<file path="config.mk">
export PLATFORM = sky130hd
export DESIGN_NAME = spih_ctrl
export DESIGN_NICKNAME = d
export VERILOG_FILES = /design/src/spih_pkg.sv /design/src/spih_sync.sv /design/src/spih_ctrl.sv
export SDC_FILE = /design/constraint.sdc
export NUM_CORES = 1
export LEC_CHECK = 0
export BUFFER_PORTS_ARGS = -buffer_cell sky130_fd_sc_hd__buf_2
export CORE_MARGIN = 5
export CORE_UTILIZATION = 40
export DETAILED_ROUTE_END_ITERATION = 12
export PLACE_DENSITY = 0.68
export SLEW_MARGIN = 20
export SYNTH_ARGS = -nofsm -noshare
export SYNTH_HDL_FRONTEND = slang
export SYNTH_HIERARCHICAL = 1
export SYNTH_SLANG_ARGS = --single-unit
</file>
<file path="constraint.sdc">
create_clock -name clk -period 9.1 [get_ports clk]
set_input_delay 0 -clock clk [delete_from_list [all_inputs] [get_ports clk]]
set_output_delay 0 -clock clk [all_outputs]
set_load 0.1 [all_outputs]
</file>
<file path="src/spih_pkg.sv">
// package: register map, field layout, timing and pad types of the spi partner
package spih_pkg;

    // ==========================================================
    // register offsets on the plain software port
    localparam logic [1:0] ADDR_CTRL = 2'h0;
    localparam logic [1:0] ADDR_STATUS = 2'h1;
    localparam logic [1:0] ADDR_TX = 2'h2;
    localparam logic [1:0] ADDR_RX = 2'h3;

    // ==========================================================
    // control register fields
    localparam int CTRL_ENABLE = 0;
    localparam int CTRL_MASTER = 1;
    localparam int CTRL_POLARITY = 2;
    localparam int CTRL_PHASE = 3;
    localparam int CTRL_HOLD = 4;
    localparam int CTRL_DIV_LSB = 8;
    localparam int DIV_WIDTH = 8;
    localparam logic [7:0] DIV_RESET = 8'h08;

    // ==========================================================
    // status register fields
    localparam int STAT_BUSY = 0;
    localparam int STAT_DONE = 1;
    localparam int STAT_OVERRUN = 2;
    localparam int STAT_COLLISION = 3;

    // ==========================================================
    // timing: own clock, device cpu clock, select gap between bytes
    localparam int CLK_PERIOD_NS = 25;
    localparam int DEV_CPU_PERIOD_NS = 125;
    localparam int MIN_HALF_CYC =
        (DEV_CPU_PERIOD_NS + CLK_PERIOD_NS - 1) / CLK_PERIOD_NS;
    localparam int SEL_GAP_NS = 250;
    localparam int SEL_GAP_CYC =
        (SEL_GAP_NS + CLK_PERIOD_NS - 1) / CLK_PERIOD_NS;

    // ==========================================================
    // types
    typedef struct packed {
        logic sck;
        logic ss_n;
        logic mosi;
        logic miso;
    } spih_pad_t;

    typedef struct packed {
        logic enable;
        logic master;
        logic polarity;
        logic phase;
        logic hold_select;
        logic [DIV_WIDTH-1:0] half_div;
    } spih_cfg_t;

    typedef enum logic [2:0] {
        S_IDLE,
        S_LEAD,
        S_SHIFT,
        S_TAIL,
        S_GAP
    } spih_state_t;

endpackage : spih_pkg

</file>
<file path="src/spih_sync.sv">
// two-flop synchroniser for the pad inputs
`timescale 1ns/10ps
module spih_sync #(
    parameter int WIDTH = 4
) (
    input wire logic clk,
    input wire logic resetn,
    input wire logic [WIDTH-1:0] d,
    output logic [WIDTH-1:0] q
);

    logic [WIDTH-1:0] meta;

    // ==========================================================
    // first stage feeds only the second stage
    always_ff @(posedge clk)
    begin
        if (!resetn)
        begin
            meta <= '0;
            q <= '0;
        end
        else
        begin
            meta <= d;
            q <= meta;
        end
    end

endmodule : spih_sync

</file>
<file path="src/spih_ctrl.sv">
// spi partner controller: master or slave end facing the serial port
//
// Behaviour
// - only the master starts; each byte is full duplex on one clock
// - external master must not clock the device above cpu/2
// - device master's internal select must stay high throughout
// - phase set: select stays low for the whole transmission; here only with hold_select set, else high between bytes
// - phase clear: select low per byte, high between bytes
// - enable master only after rate, polarity, phase, select set
// - done must be cleared before next byte ends, else overrun
// - enable slave only after polarity, phase, select are set
// - polarity and phase pick four modes; both ends must match
// - disable before changing clock polarity between bytes
`timescale 1ns/10ps
module spih_ctrl
    import spih_pkg::*;
#(
    parameter int GAP_CYCLES = SEL_GAP_CYC
) (
    input wire logic clk,
    input wire logic resetn,
    input wire logic [1:0] addr,
    input wire logic [15:0] wdata,
    input wire logic wr,
    input wire logic rd,
    output logic [15:0] rdata,
    input wire spih_pad_t pad_in,
    output spih_pad_t pad_out,
    output spih_pad_t pad_oe
);

    // ==========================================================
    // elaboration checks
    if (GAP_CYCLES < 1 || GAP_CYCLES > 255)
    begin : g_bad_gap
        $error("GAP_CYCLES must lie between 1 and 255");
    end
    if (MIN_HALF_CYC < 1 || MIN_HALF_CYC > 255)
    begin : g_bad_half
        $error("MIN_HALF_CYC must lie between 1 and 255");
    end

    localparam logic [7:0] MIN_HALF = 8'(MIN_HALF_CYC);
    localparam logic [7:0] GAP_LAST = 8'(GAP_CYCLES - 1);

    spih_cfg_t cfg;
    spih_state_t state;
    spih_state_t next_state;
    spih_pad_t pad_s;
    spih_pad_t next_pad_out;
    spih_pad_t next_pad_oe;
    logic [7:0] cnt;
    logic [3:0] edge_cnt;
    logic [2:0] bits;
    logic [7:0] tx_sh;
    logic [7:0] rx_sh;
    logic [7:0] rx_data;
    logic out_bit;
    logic next_out_bit;
    logic sck_prev;
    logic done_flag;
    logic ovr_flag;
    logic write_collision_flag_flag;

    // ==========================================================
    // pad inputs cross into the clock domain
    spih_sync #(
        .WIDTH(4)
    ) u_sync (
        .clk(clk),
        .resetn(resetn),
        .d(pad_in),
        .q(pad_s)
    );

    // ==========================================================
    // software port decode
    wire wr_ctrl = wr && (addr == ADDR_CTRL);
    wire wr_tx = wr && (addr == ADDR_TX);
    wire rd_status = rd && (addr == ADDR_STATUS);
    wire rd_rx = rd && (addr == ADDR_RX);

    // ==========================================================
    // mode and timing selection
    wire master_on = cfg.enable & cfg.master;
    wire slave_on = cfg.enable & ~cfg.master;
    wire [7:0] half_eff = (cfg.half_div < MIN_HALF) ? MIN_HALF
                                                    : cfg.half_div;
    wire half_tick = (cnt == half_eff - 8'h01);
    wire gap_done = (cnt == GAP_LAST);
    wire hold_low = cfg.hold_select & cfg.phase;

    // ==========================================================
    // master shift events: even edge is the leading one
    wire m_edge = (state == S_SHIFT) && half_tick;
    wire m_lead = ~edge_cnt[0];
    wire m_sample = m_edge & (m_lead == ~cfg.phase);
    wire m_shift = m_edge & ~m_sample;

    // ==========================================================
    // slave shift events from the synchronised device clock
    wire selected = slave_on & ~pad_s.ss_n;
    wire sck_change = pad_s.sck != sck_prev;
    wire s_lead = sck_change & (sck_prev == cfg.polarity);
    wire s_trail = sck_change & (sck_prev != cfg.polarity);
    wire s_sample = selected & (cfg.phase ? s_trail : s_lead);
    wire s_shift = selected & (cfg.phase ? s_lead : s_trail);

    // ==========================================================
    // merged shifter controls
    wire do_sample = m_sample | s_sample;
    wire do_shift = m_shift | s_shift;
    wire data_in = cfg.master ? pad_s.miso : pad_s.mosi;
    wire slave_busy = selected & (bits != 3'h0);
    wire busy = (state != S_IDLE) | slave_busy;
    wire byte_done = do_sample & (bits == 3'h7);
    wire start = wr_tx & master_on & (state == S_IDLE);
    wire slave_load = wr_tx & slave_on & ~slave_busy;
    wire collide = wr_tx & busy;
    wire load = start | slave_load;

    // ==========================================================
    // master sequencer next state
    always_comb
    begin
        next_state = state;
        case (state)
            S_IDLE:
                if (start)
                    next_state = S_LEAD;
            S_LEAD:
                if (half_tick)
                    next_state = S_SHIFT;
            S_SHIFT:
                if (half_tick && edge_cnt == 4'hF)
                    next_state = S_TAIL;
            S_TAIL:
                if (half_tick)
                    next_state = hold_low ? S_IDLE : S_GAP;
            S_GAP:
                if (gap_done)
                    next_state = S_IDLE;
            default:
                next_state = S_IDLE;
        endcase
        if (!master_on)
            next_state = S_IDLE;
    end

    // ==========================================================
    // sequencer state and half-period counter
    always_ff @(posedge clk)
    begin
        if (!resetn)
        begin
            state <= S_IDLE;
            cnt <= 8'h00;
        end
        else
        begin
            state <= next_state;
            // the gap counts on past a half period, so no wrap in S_GAP
            cnt <= (next_state != state || (half_tick && state != S_GAP))
                   ? 8'h00 : cnt + 8'h01;
        end
    end

    // ==========================================================
    // clock edge and bit counters
    always_ff @(posedge clk)
    begin
        if (!resetn)
        begin
            edge_cnt <= 4'h0;
            bits <= 3'h0;
            sck_prev <= 1'b0;
        end
        else
        begin
            sck_prev <= pad_s.sck;
            if (state == S_IDLE)
                edge_cnt <= 4'h0;
            else if (m_edge)
                edge_cnt <= edge_cnt + 4'h1;
            if (load || (slave_on && pad_s.ss_n) || !cfg.enable)
                bits <= 3'h0;
            else if (do_sample)
                bits <= bits + 3'h1;
        end
    end

    // ==========================================================
    // shift registers, msb first in both directions
    always_comb
    begin
        next_out_bit = out_bit;
        if (load)
            next_out_bit = wdata[7];
        else if (do_shift)
            next_out_bit = cfg.phase ? tx_sh[7] : tx_sh[6];
    end

    always_ff @(posedge clk)
    begin
        if (!resetn)
        begin
            tx_sh <= 8'h00;
            rx_sh <= 8'h00;
            out_bit <= 1'b0;
        end
        else
        begin
            out_bit <= next_out_bit;
            if (load)
                tx_sh <= wdata[7:0];
            else if (do_shift)
                tx_sh <= {tx_sh[6:0], 1'b0};
            if (do_sample)
                rx_sh <= {rx_sh[6:0], data_in};
        end
    end

    // ==========================================================
    // received byte and sticky flags; a set beats a clear
    always_ff @(posedge clk)
    begin
        if (!resetn)
        begin
            rx_data <= 8'h00;
            done_flag <= 1'b0;
            ovr_flag <= 1'b0;
            write_collision_flag_flag <= 1'b0;
        end
        else
        begin
            if (byte_done && !done_flag)
                rx_data <= {rx_sh[6:0], data_in};
            done_flag <= byte_done | (done_flag & ~rd_rx);
            ovr_flag <= (byte_done & done_flag)
                        | (ovr_flag & ~rd_status);
            write_collision_flag_flag <= collide | (write_collision_flag_flag & ~rd_status);
        end
    end

    // ==========================================================
    // configuration: fields change only while disabled
    always_ff @(posedge clk)
    begin
        if (!resetn)
        begin
            cfg <= '{enable: 1'b0, master: 1'b0, polarity: 1'b0,
                     phase: 1'b0, hold_select: 1'b0,
                     half_div: DIV_RESET};
        end
        else if (wr_ctrl && !busy)
        begin
            cfg.enable <= wdata[CTRL_ENABLE];
            if (!cfg.enable)
            begin
                cfg.master <= wdata[CTRL_MASTER];
                cfg.polarity <= wdata[CTRL_POLARITY];
                cfg.phase <= wdata[CTRL_PHASE];
                cfg.hold_select <= wdata[CTRL_HOLD];
                cfg.half_div <= wdata[CTRL_DIV_LSB +: DIV_WIDTH];
            end
        end
        else if (wr_ctrl && !wdata[CTRL_ENABLE])
        begin
            cfg.enable <= 1'b0;
        end
    end

    // ==========================================================
    // pad drive: clock, select, data and their enables
    always_comb
    begin
        next_pad_out = pad_out;
        next_pad_out.mosi = next_out_bit;
        next_pad_out.miso = next_out_bit;
        if (state == S_IDLE || next_state == S_IDLE)
            next_pad_out.sck = cfg.polarity;
        else if (m_edge)
            next_pad_out.sck = ~pad_out.sck;
        if (!master_on)
            next_pad_out.ss_n = 1'b1;
        else if (start)
            next_pad_out.ss_n = 1'b0;
        else if (state == S_TAIL && half_tick && !hold_low)
            next_pad_out.ss_n = 1'b1;
        else if (state == S_IDLE && !hold_low)
            next_pad_out.ss_n = 1'b1;
        next_pad_oe.sck = master_on;
        next_pad_oe.ss_n = cfg.enable;
        next_pad_oe.mosi = master_on;
        next_pad_oe.miso = selected;
    end

    always_ff @(posedge clk)
    begin
        if (!resetn)
        begin
            pad_out <= '{sck: 1'b0, ss_n: 1'b1, mosi: 1'b0, miso: 1'b0};
            pad_oe <= '0;
        end
        else
        begin
            pad_out <= next_pad_out;
            pad_oe <= next_pad_oe;
        end
    end

    // ==========================================================
    // read data, one cycle after the strobe, zero otherwise
    wire [15:0] ctrl_view = {cfg.half_div, 3'h0, cfg.hold_select,
                             cfg.phase, cfg.polarity, cfg.master,
                             cfg.enable};
    wire [15:0] status_view = {12'h000, write_collision_flag_flag, ovr_flag, done_flag,
                               busy};
    wire [15:0] read_mux = (addr == ADDR_CTRL) ? ctrl_view :
                           (addr == ADDR_STATUS) ? status_view :
                           (addr == ADDR_TX) ? {8'h00, tx_sh} :
                           {8'h00, rx_data};

    always_ff @(posedge clk)
    begin
        if (!resetn)
            rdata <= 16'h0000;
        else
            rdata <= rd ? read_mux : 16'h0000;
    end

endmodule : spih_ctrl

</file>
# == Word-level counts from Yosys, hierarchy flattened ==
# Index checks and enable logic that the tools add are counted.
# word_totals
ff_bits,88
latch_bits,0
ramBits,0
mem_bits_ro,0
input_bits,26
output_inout_bits,24
wordCells,155
n_memories,0
# op_classes
add_sub_neg,4
n_mul,0
div,0
magnitude_cmp,1
n_eq_ne,17
n_shift,0
mux,27
bitwise_logic,40
reduce_logical,39
# op_table
op,count
$mux W8,5
$and A1 B1 Y1,21
$mux W3,7
$mux W16,1
$pmux W3 S5,1
$logic_and A1 B1 Y1,14
$mux W1,13
$not A1 Y1,12
$reduce_bool A3 Y1,3
$add A8 B1 Y8 const B,1
$eq A8 B4 Y1 const B,1
$eq A8 B8 Y1,1
$lt A8 B3 Y1 const B,1
$sub A8 B1 Y8 const B,1
$or A1 B1 Y1,7
$eq A3 B2 Y1 const B,2
$eq A3 B3 Y1 const B,2
$logic_not A3 Y1,2
$reduce_and A2 Y1,3
$reduce_bool A2 Y1,3
$reduce_or A2 Y1,3
$logic_not A1 Y1,5
$add A4 B1 Y4 const B,1
$eq A2 B2 Y1 const B,2
11 further kinds,16

# == Depth between registers and ports, before layout ==
# depth
word_depth,11
depth_mapped,15
ltp_nobuf,12

# == Cells and area by module ==
# Netlist, hierarchy kept.
# by_module_without_submodules
module,instances,cells_each,area_per_inst_um2,seq_area_each_um2
spih_ctrl,1,412,3836.2,1601.5
spih_sync,1,16,210.2,160.2

# == Least setup slack after synthesis ==
# OpenSTA, ideal clock, no wires.
# synth_timing
path_kind,register to register
from,register cfg[6] (netlist bit)
to,register cnt[3]
setup_time_ps,125
arrival_time_ps,3234
required_time_ps,8975
setup_slack_ps,5741
stages_incl_launch_ff,12
n_path_buf,1
period_less_slack_ps,3359
path_cell_list,dfxtp_1 buf_4 nor3_4 a31oi_1 ha_1 xnor2_1 or4b_1 a2111o_1 or4_1 a31oi_4 a221o_2 nor3_1
# synth_between
elab_chain_len,11
elab_cells_between_ends,14
classes_between,add/sub (1); order compare (1); eq/ne (2); mux (6); reduce/logical (4)
# synth_rtl
item,line_no,text
from (decl),spih_ctrl.sv:46,spih_cfg_t cfg;
from (signal assigned),spih_ctrl.sv:251,"cfg <= '{enable: 1'b0, master: 1'b0, polarity: 1'b0,"
$lt A8 B3 Y1,spih_ctrl.sv:87,wire [7:0] half_eff = (cfg.half_div < MIN_HALF) ? MIN_HALF
$mux W8 *,spih_ctrl.sv:87,
$sub A8 B1 Y8 *,spih_ctrl.sv:89,wire half_tick = (cnt == half_eff - 8'h01);
$eq A8 B8 Y1 *,spih_ctrl.sv:89,
$logic_and A1 B1 Y1,spih_ctrl.sv:135,if (half_tick && edge_cnt == 4'hF)
$mux W3,spih_ctrl.sv:135,
$pmux W3 S5,spih_ctrl.sv:127,case (state)
$mux W3,spih_ctrl.sv:146,if (!master_on)
$ne A3 B3 Y1,spih_ctrl.sv:163,cnt <= (next_state != state || (half_tick && state != S_GAP))
$logic_or A1 B1 Y1 *,spih_ctrl.sv:163,
$reduce_or A2 Y1 (no line) *,-,
to (signal assigned),spih_ctrl.sv:163,
to (decl),spih_ctrl.sv:52,logic [7:0] cnt;
# Every way passes the cells marked *; elsewhere a longest branch is shown, timed or not.
# A chain may end at the register's enable or synchronous reset.

# == Worst setup path after layout ==
# layout_timing
from,register cfg[5] (netlist bit)
to,register rx_data[1]
# layout_between
elab_chain_len,9
# layout_rtl
item,line_no,text
$lt A8 B3 Y1,spih_ctrl.sv:87,
$mux W8 *,spih_ctrl.sv:87,
$sub A8 B1 Y8 *,spih_ctrl.sv:89,
$eq A8 B8 Y1 *,spih_ctrl.sv:89,
$logic_and A1 B1 Y1 *,spih_ctrl.sv:95,wire m_edge = (state == S_SHIFT) && half_tick;
$and A1 B1 Y1 *,spih_ctrl.sv:97,wire m_sample = m_edge & (m_lead == ~cfg.phase);
$or A1 B1 Y1 *,spih_ctrl.sv:111,wire do_sample = m_sample | s_sample;
$and A1 B1 Y1 *,spih_ctrl.sv:116,wire byte_done = do_sample & (bits == 3'h7);
$logic_and A1 B1 Y1 *,spih_ctrl.sv:236,if (byte_done && !done_flag)
to (signal assigned),spih_ctrl.sv:237,"rx_data <= {rx_sh[6:0], data_in};"
to (decl),spih_ctrl.sv:57,logic [7:0] rx_data;
# Marked as above.

==> impl_metrics.json <==
{
  "timing.reg2reg.setup_slack_ns": 5.03,
  "power_density_mw_per_mm2": 154,
  "post_cts_hold_buffer_count": 21,
  "fin_tns_setup_ns": 0,
  "final_cells": 622,
  "critical_path.max_stage_delay_ns": 0.87,
  "final-setup-viol-count": 0,
  "fin_nets": 517,
  "crit_path_cell_trace": "nor3_4 -> a31oi_1 -> ha_1 -> xnor2_1 -> or4b_1 -> a2111oi_0 -> a31o_2 -> nand2_1 -> nor2_2 -> mux2i_1",
  "post-route-min-period_ns": 4.07,
  "rows": 36,
  "crit_required_ns": 9.38,
  "grt_antenna_before_repair": 0,
  "fp.dieW_um": 111,
  "worst_slew_pin_slew_ns": 0.945,
  "setup.worst_path.class": "reg -> reg",
  "critical_path.endpoint": "rx_data[1]$_SDFFE_PN0P_",
  "clock_network_fraction_of_design_power_pct": 37.5,
  "syn_avg_cell_area_um2": 9.45,
  "htreeDepth": 3,
  "cell_count_after_synthesis": 428,
  "vias": 3176,
  "crit_family": "compound AO/OA/AOI/OAI gates",
  "detail-route-antenna-nets": 0,
  "crit_slowest_cell": "a2111oi_0",
  "netlist_top_cells_count": "dfxtp_1 (88), mux2i_1 (45), nand2_1 (42)",
  "die_area_mm2": 0.0122,
  "timing.final.ws_setup_ns": 5.03,
  "route.detailed.wl_per_inst_um": 14.4,
  "cp_num_buf_inv": 0,
  "first_pass_iters": 4,
  "first_global_vias": 3063,
  "async_s_r_ff_share_synth_pct": 0,
  "internal_power_of_the_cells_uw": 555,
  "ff2ff_path_depth": 10,
  "top_cell_type_by_total_area_after_synthesis": "dfxtp_1",
  "dp_hpwl_mm": 6.39,
  "clock_tree_from_tritoncts": "built",
  "fraction_of_final_layout_cells_sized_beyond_drive_strength_1_pct": 17.0,
  "place.detailed.instances": 585,
  "max-clock-path-buffers": 2,
  "main_synth_ff_type": "dfxtp_1",
  "switching_share_pct": 24.4,
  "synth_edf_count": 0,
  "synth_top_area_share_pct": 43.5,
  "mappedNetlistNets": 461,
  "critical_path.startpoint_type": "register",
  "floorplan.initialDensity_pct": 41.2,
  "clkSinkCount": 88,
  "hold_path.class": "in -> reg",
  "post_cts.resized_instances": 0,
  "hold_violations": 0,
  "worst_ir_drop_vdd_v": 0.000117,
  "dp_worst_setup_slack_ns": 5.15,
  "finalWirelength_mm": 8.93,
  "clk-insertion-delay-late_ns": 0.35,
  "area_overhead_vs_synth_pct": 17.5,
  "max_slew_margin_pct": 35.4,
  "maxCapViolations": 0,
  "synthesis.yosys.warnings": 6,
  "drc_errors": 0,
  "cts_made_buffers": 9,
  "design.core.area_mm2": 0.00982,
  "worst-path-max-fanout": 13,
  "clk_pin_slew_ns": 0.09,
  "floorplan.die.height_um": 111,
  "rsz0062_at_grt": "no",
  "clock_skew_ns": 0.00873,
  "num_ports": 50,
  "post_synth_main_area_contributors": "dfxtp_1 (44%), mux2i_1 (11%), nor2b_1 (4.0%)",
  "synth.yosys.seq_area_share_pct": 43.5,
  "comb_power_share_pct": 8.1,
  "global_route.overflow_total": 0,
  "root_buffer": "clkbuf_8",
  "io_buffer_count": 49,
  "seqPwrFrac_pct": 54.3,
  "grt_start_max_net_pins": 70,
  "power_leakage_nw": 1.84,
  "maximum_clock_frequency_ghz": 0.246,
  "yosys.cell_count.top_type": "dfxtp_1",
  "post_cts_setup_buffer_count": 0,
  "min_period_over_period_pct": 44.7,
  "drt_first_iter_violations": 178,
  "track_usage_pct": 14.8,
  "drt-vias-per-instance": 5.11,
  "design_power_total_uw": 734,
  "arrival_ns": 4.34,
  "ys_types": 55,
  "path_depth": 10,
  "crit_end_element": "register",
  "finalHoldWorstSlack_ns": 0.0129,
  "mappedNetlistArea_mm2": 0.00405,
  "n_antenna_cell": 0,
  "ys_ff_latch": 88,
  "gpl.final_weighted_congestion": 0.839,
  "report.final.slew_viol_count": 0,
  "crit_path_start": "cfg[5]$_SDFFE_PN0P_",
  "global_route_wire_length_before_repair_mm": 15.0,
  "r2r_start": "cfg[5]$_SDFFE_PN0P_",
  "r2r_end": "rx_data[1]$_SDFFE_PN0P_",
  "switching_power_uw": 179,
  "status": "finished, final reports clean"
}
-- per-stage QoR --
step | cell area [µm²] | util (%)
3_3_place_gp | 4340 | 44.2
3_5_place_dp | 4340 | 44.2
4_1_cts | 4760 | 48.4
2_1_floorplan | 4050 | -
6_report | 4760 | 48.4
5_1_grt | 4760 | 48.4
-- layer usage --
layer,up-vias,routed length (µm),track usage [%]
li1,1594,-,-
met1,1484,4040,19.0
met2,85,4270,24.2
met3,13,447,4.49
met4,0,170,4.35
met5,-,0,0
-- worst register-to-register path, cell delays in order (launching register included) --
cell and delay [ns]:
dfxtp_1 0.40, nor3_4 0.29, a31oi_1 0.16, ha_1 0.26
xnor2_1 0.15, or4b_1 0.53, a2111oi_0 0.87, a31o_2 0.52
nand2_1 0.14, nor2_2 0.42, mux2i_1 0.26
-- power by group through the flow --
| stage | logic (mW) | clock network (mW) | registers [mW] |
|---|---|---|---|
| final | 0.0597 | 0.276 | 0.399 |
| after global routing | 0.0655 | 0.302 | 0.400 |
| after CTS | 0.0600 | 0.285 | 0.399 |
| after detailed placement | 0.0526 | 0 | 0.408 |
| after global placement | 0.0516 | 0 | 0.408 |
| after floorplan | 0.0357 | 0 | 0.409 |
-- placed cells by master (no fill, tap or decap), types with 4 or more instances in the layout --
cell           count
dfxtp_1           88
buf_2             49
mux2i_1           45
nand2_1           42
nor2b_1           26
nor2_1            25
dlygate4sd3_1     21
and2_1            20
o21ai_0           18
nand3_1           16
nor3_1            12
a21oi_1           11
xor2_1            10
clkbuf_8          10
xnor2_1            9
inv_1              7
ha_1               7
a21boi_0           5
and3_1             5
or3_1              5
mux2_2             4
nand4_1            4
mux4_2             4
-- registers in the layout, indices dropped and copies added (netlist names) --
register	flops
rdata	16
cnt	8
done_flag	1
ovr_flag	1
pad_out	3
sck_prev	1
state	3
bits	3
rx_sh	7
tx_sh	8
u_sync/q	4
cfg	13
edge_cnt	4
write_collision_flag_flag	1
u_sync/meta	4
pad_oe	3
rx_data	8
-- cells by family (layout without fill, tap and decap cells) --
kind of cell / count (synthesis) / count (layout) / synth area share, %
AOI/OAI and AO/OA: 59 / 59 / 10.1
DFF: 88 / 88 / 43.5
adders and majority gates: 7 / 7 / 2.16
muxes: 53 / 53 / 14.5
buffers and inverters: 34 / 95 / 4.02
xor gates and xnor gates: 19 / 19 / 4.11
and+or+nand+nor: 168 / 168 / 21.6
-- worst min-delay path by stage --
stage / from / to / depth (start not counted)
after floorplan: resetn / u_sync/meta[0]$_SDFF_PN0_ / 1
after global placement: pad_in[0] / u_sync/meta[0]$_SDFF_PN0_ / 2
after detailed placement: pad_in[0] / u_sync/meta[0]$_SDFF_PN0_ / 2
after CTS: rd / rdata[6]$_SDFF_PP0_ / 3
after global routing: rd / rdata[7]$_SDFF_PP0_ / 3
final: rd / rdata[6]$_SDFF_PP0_ / 3
-- final cells by class --
class	count	area (µm²)
multi-input combinational	306	2130
sequential	88	1760
tap	133	166
fill	956	5060
inverter	7	26.3
clock inverter	5	62.6
clock buffer	11	141
timing repair buffer	72	470
(Power assumes the default switching activity.)
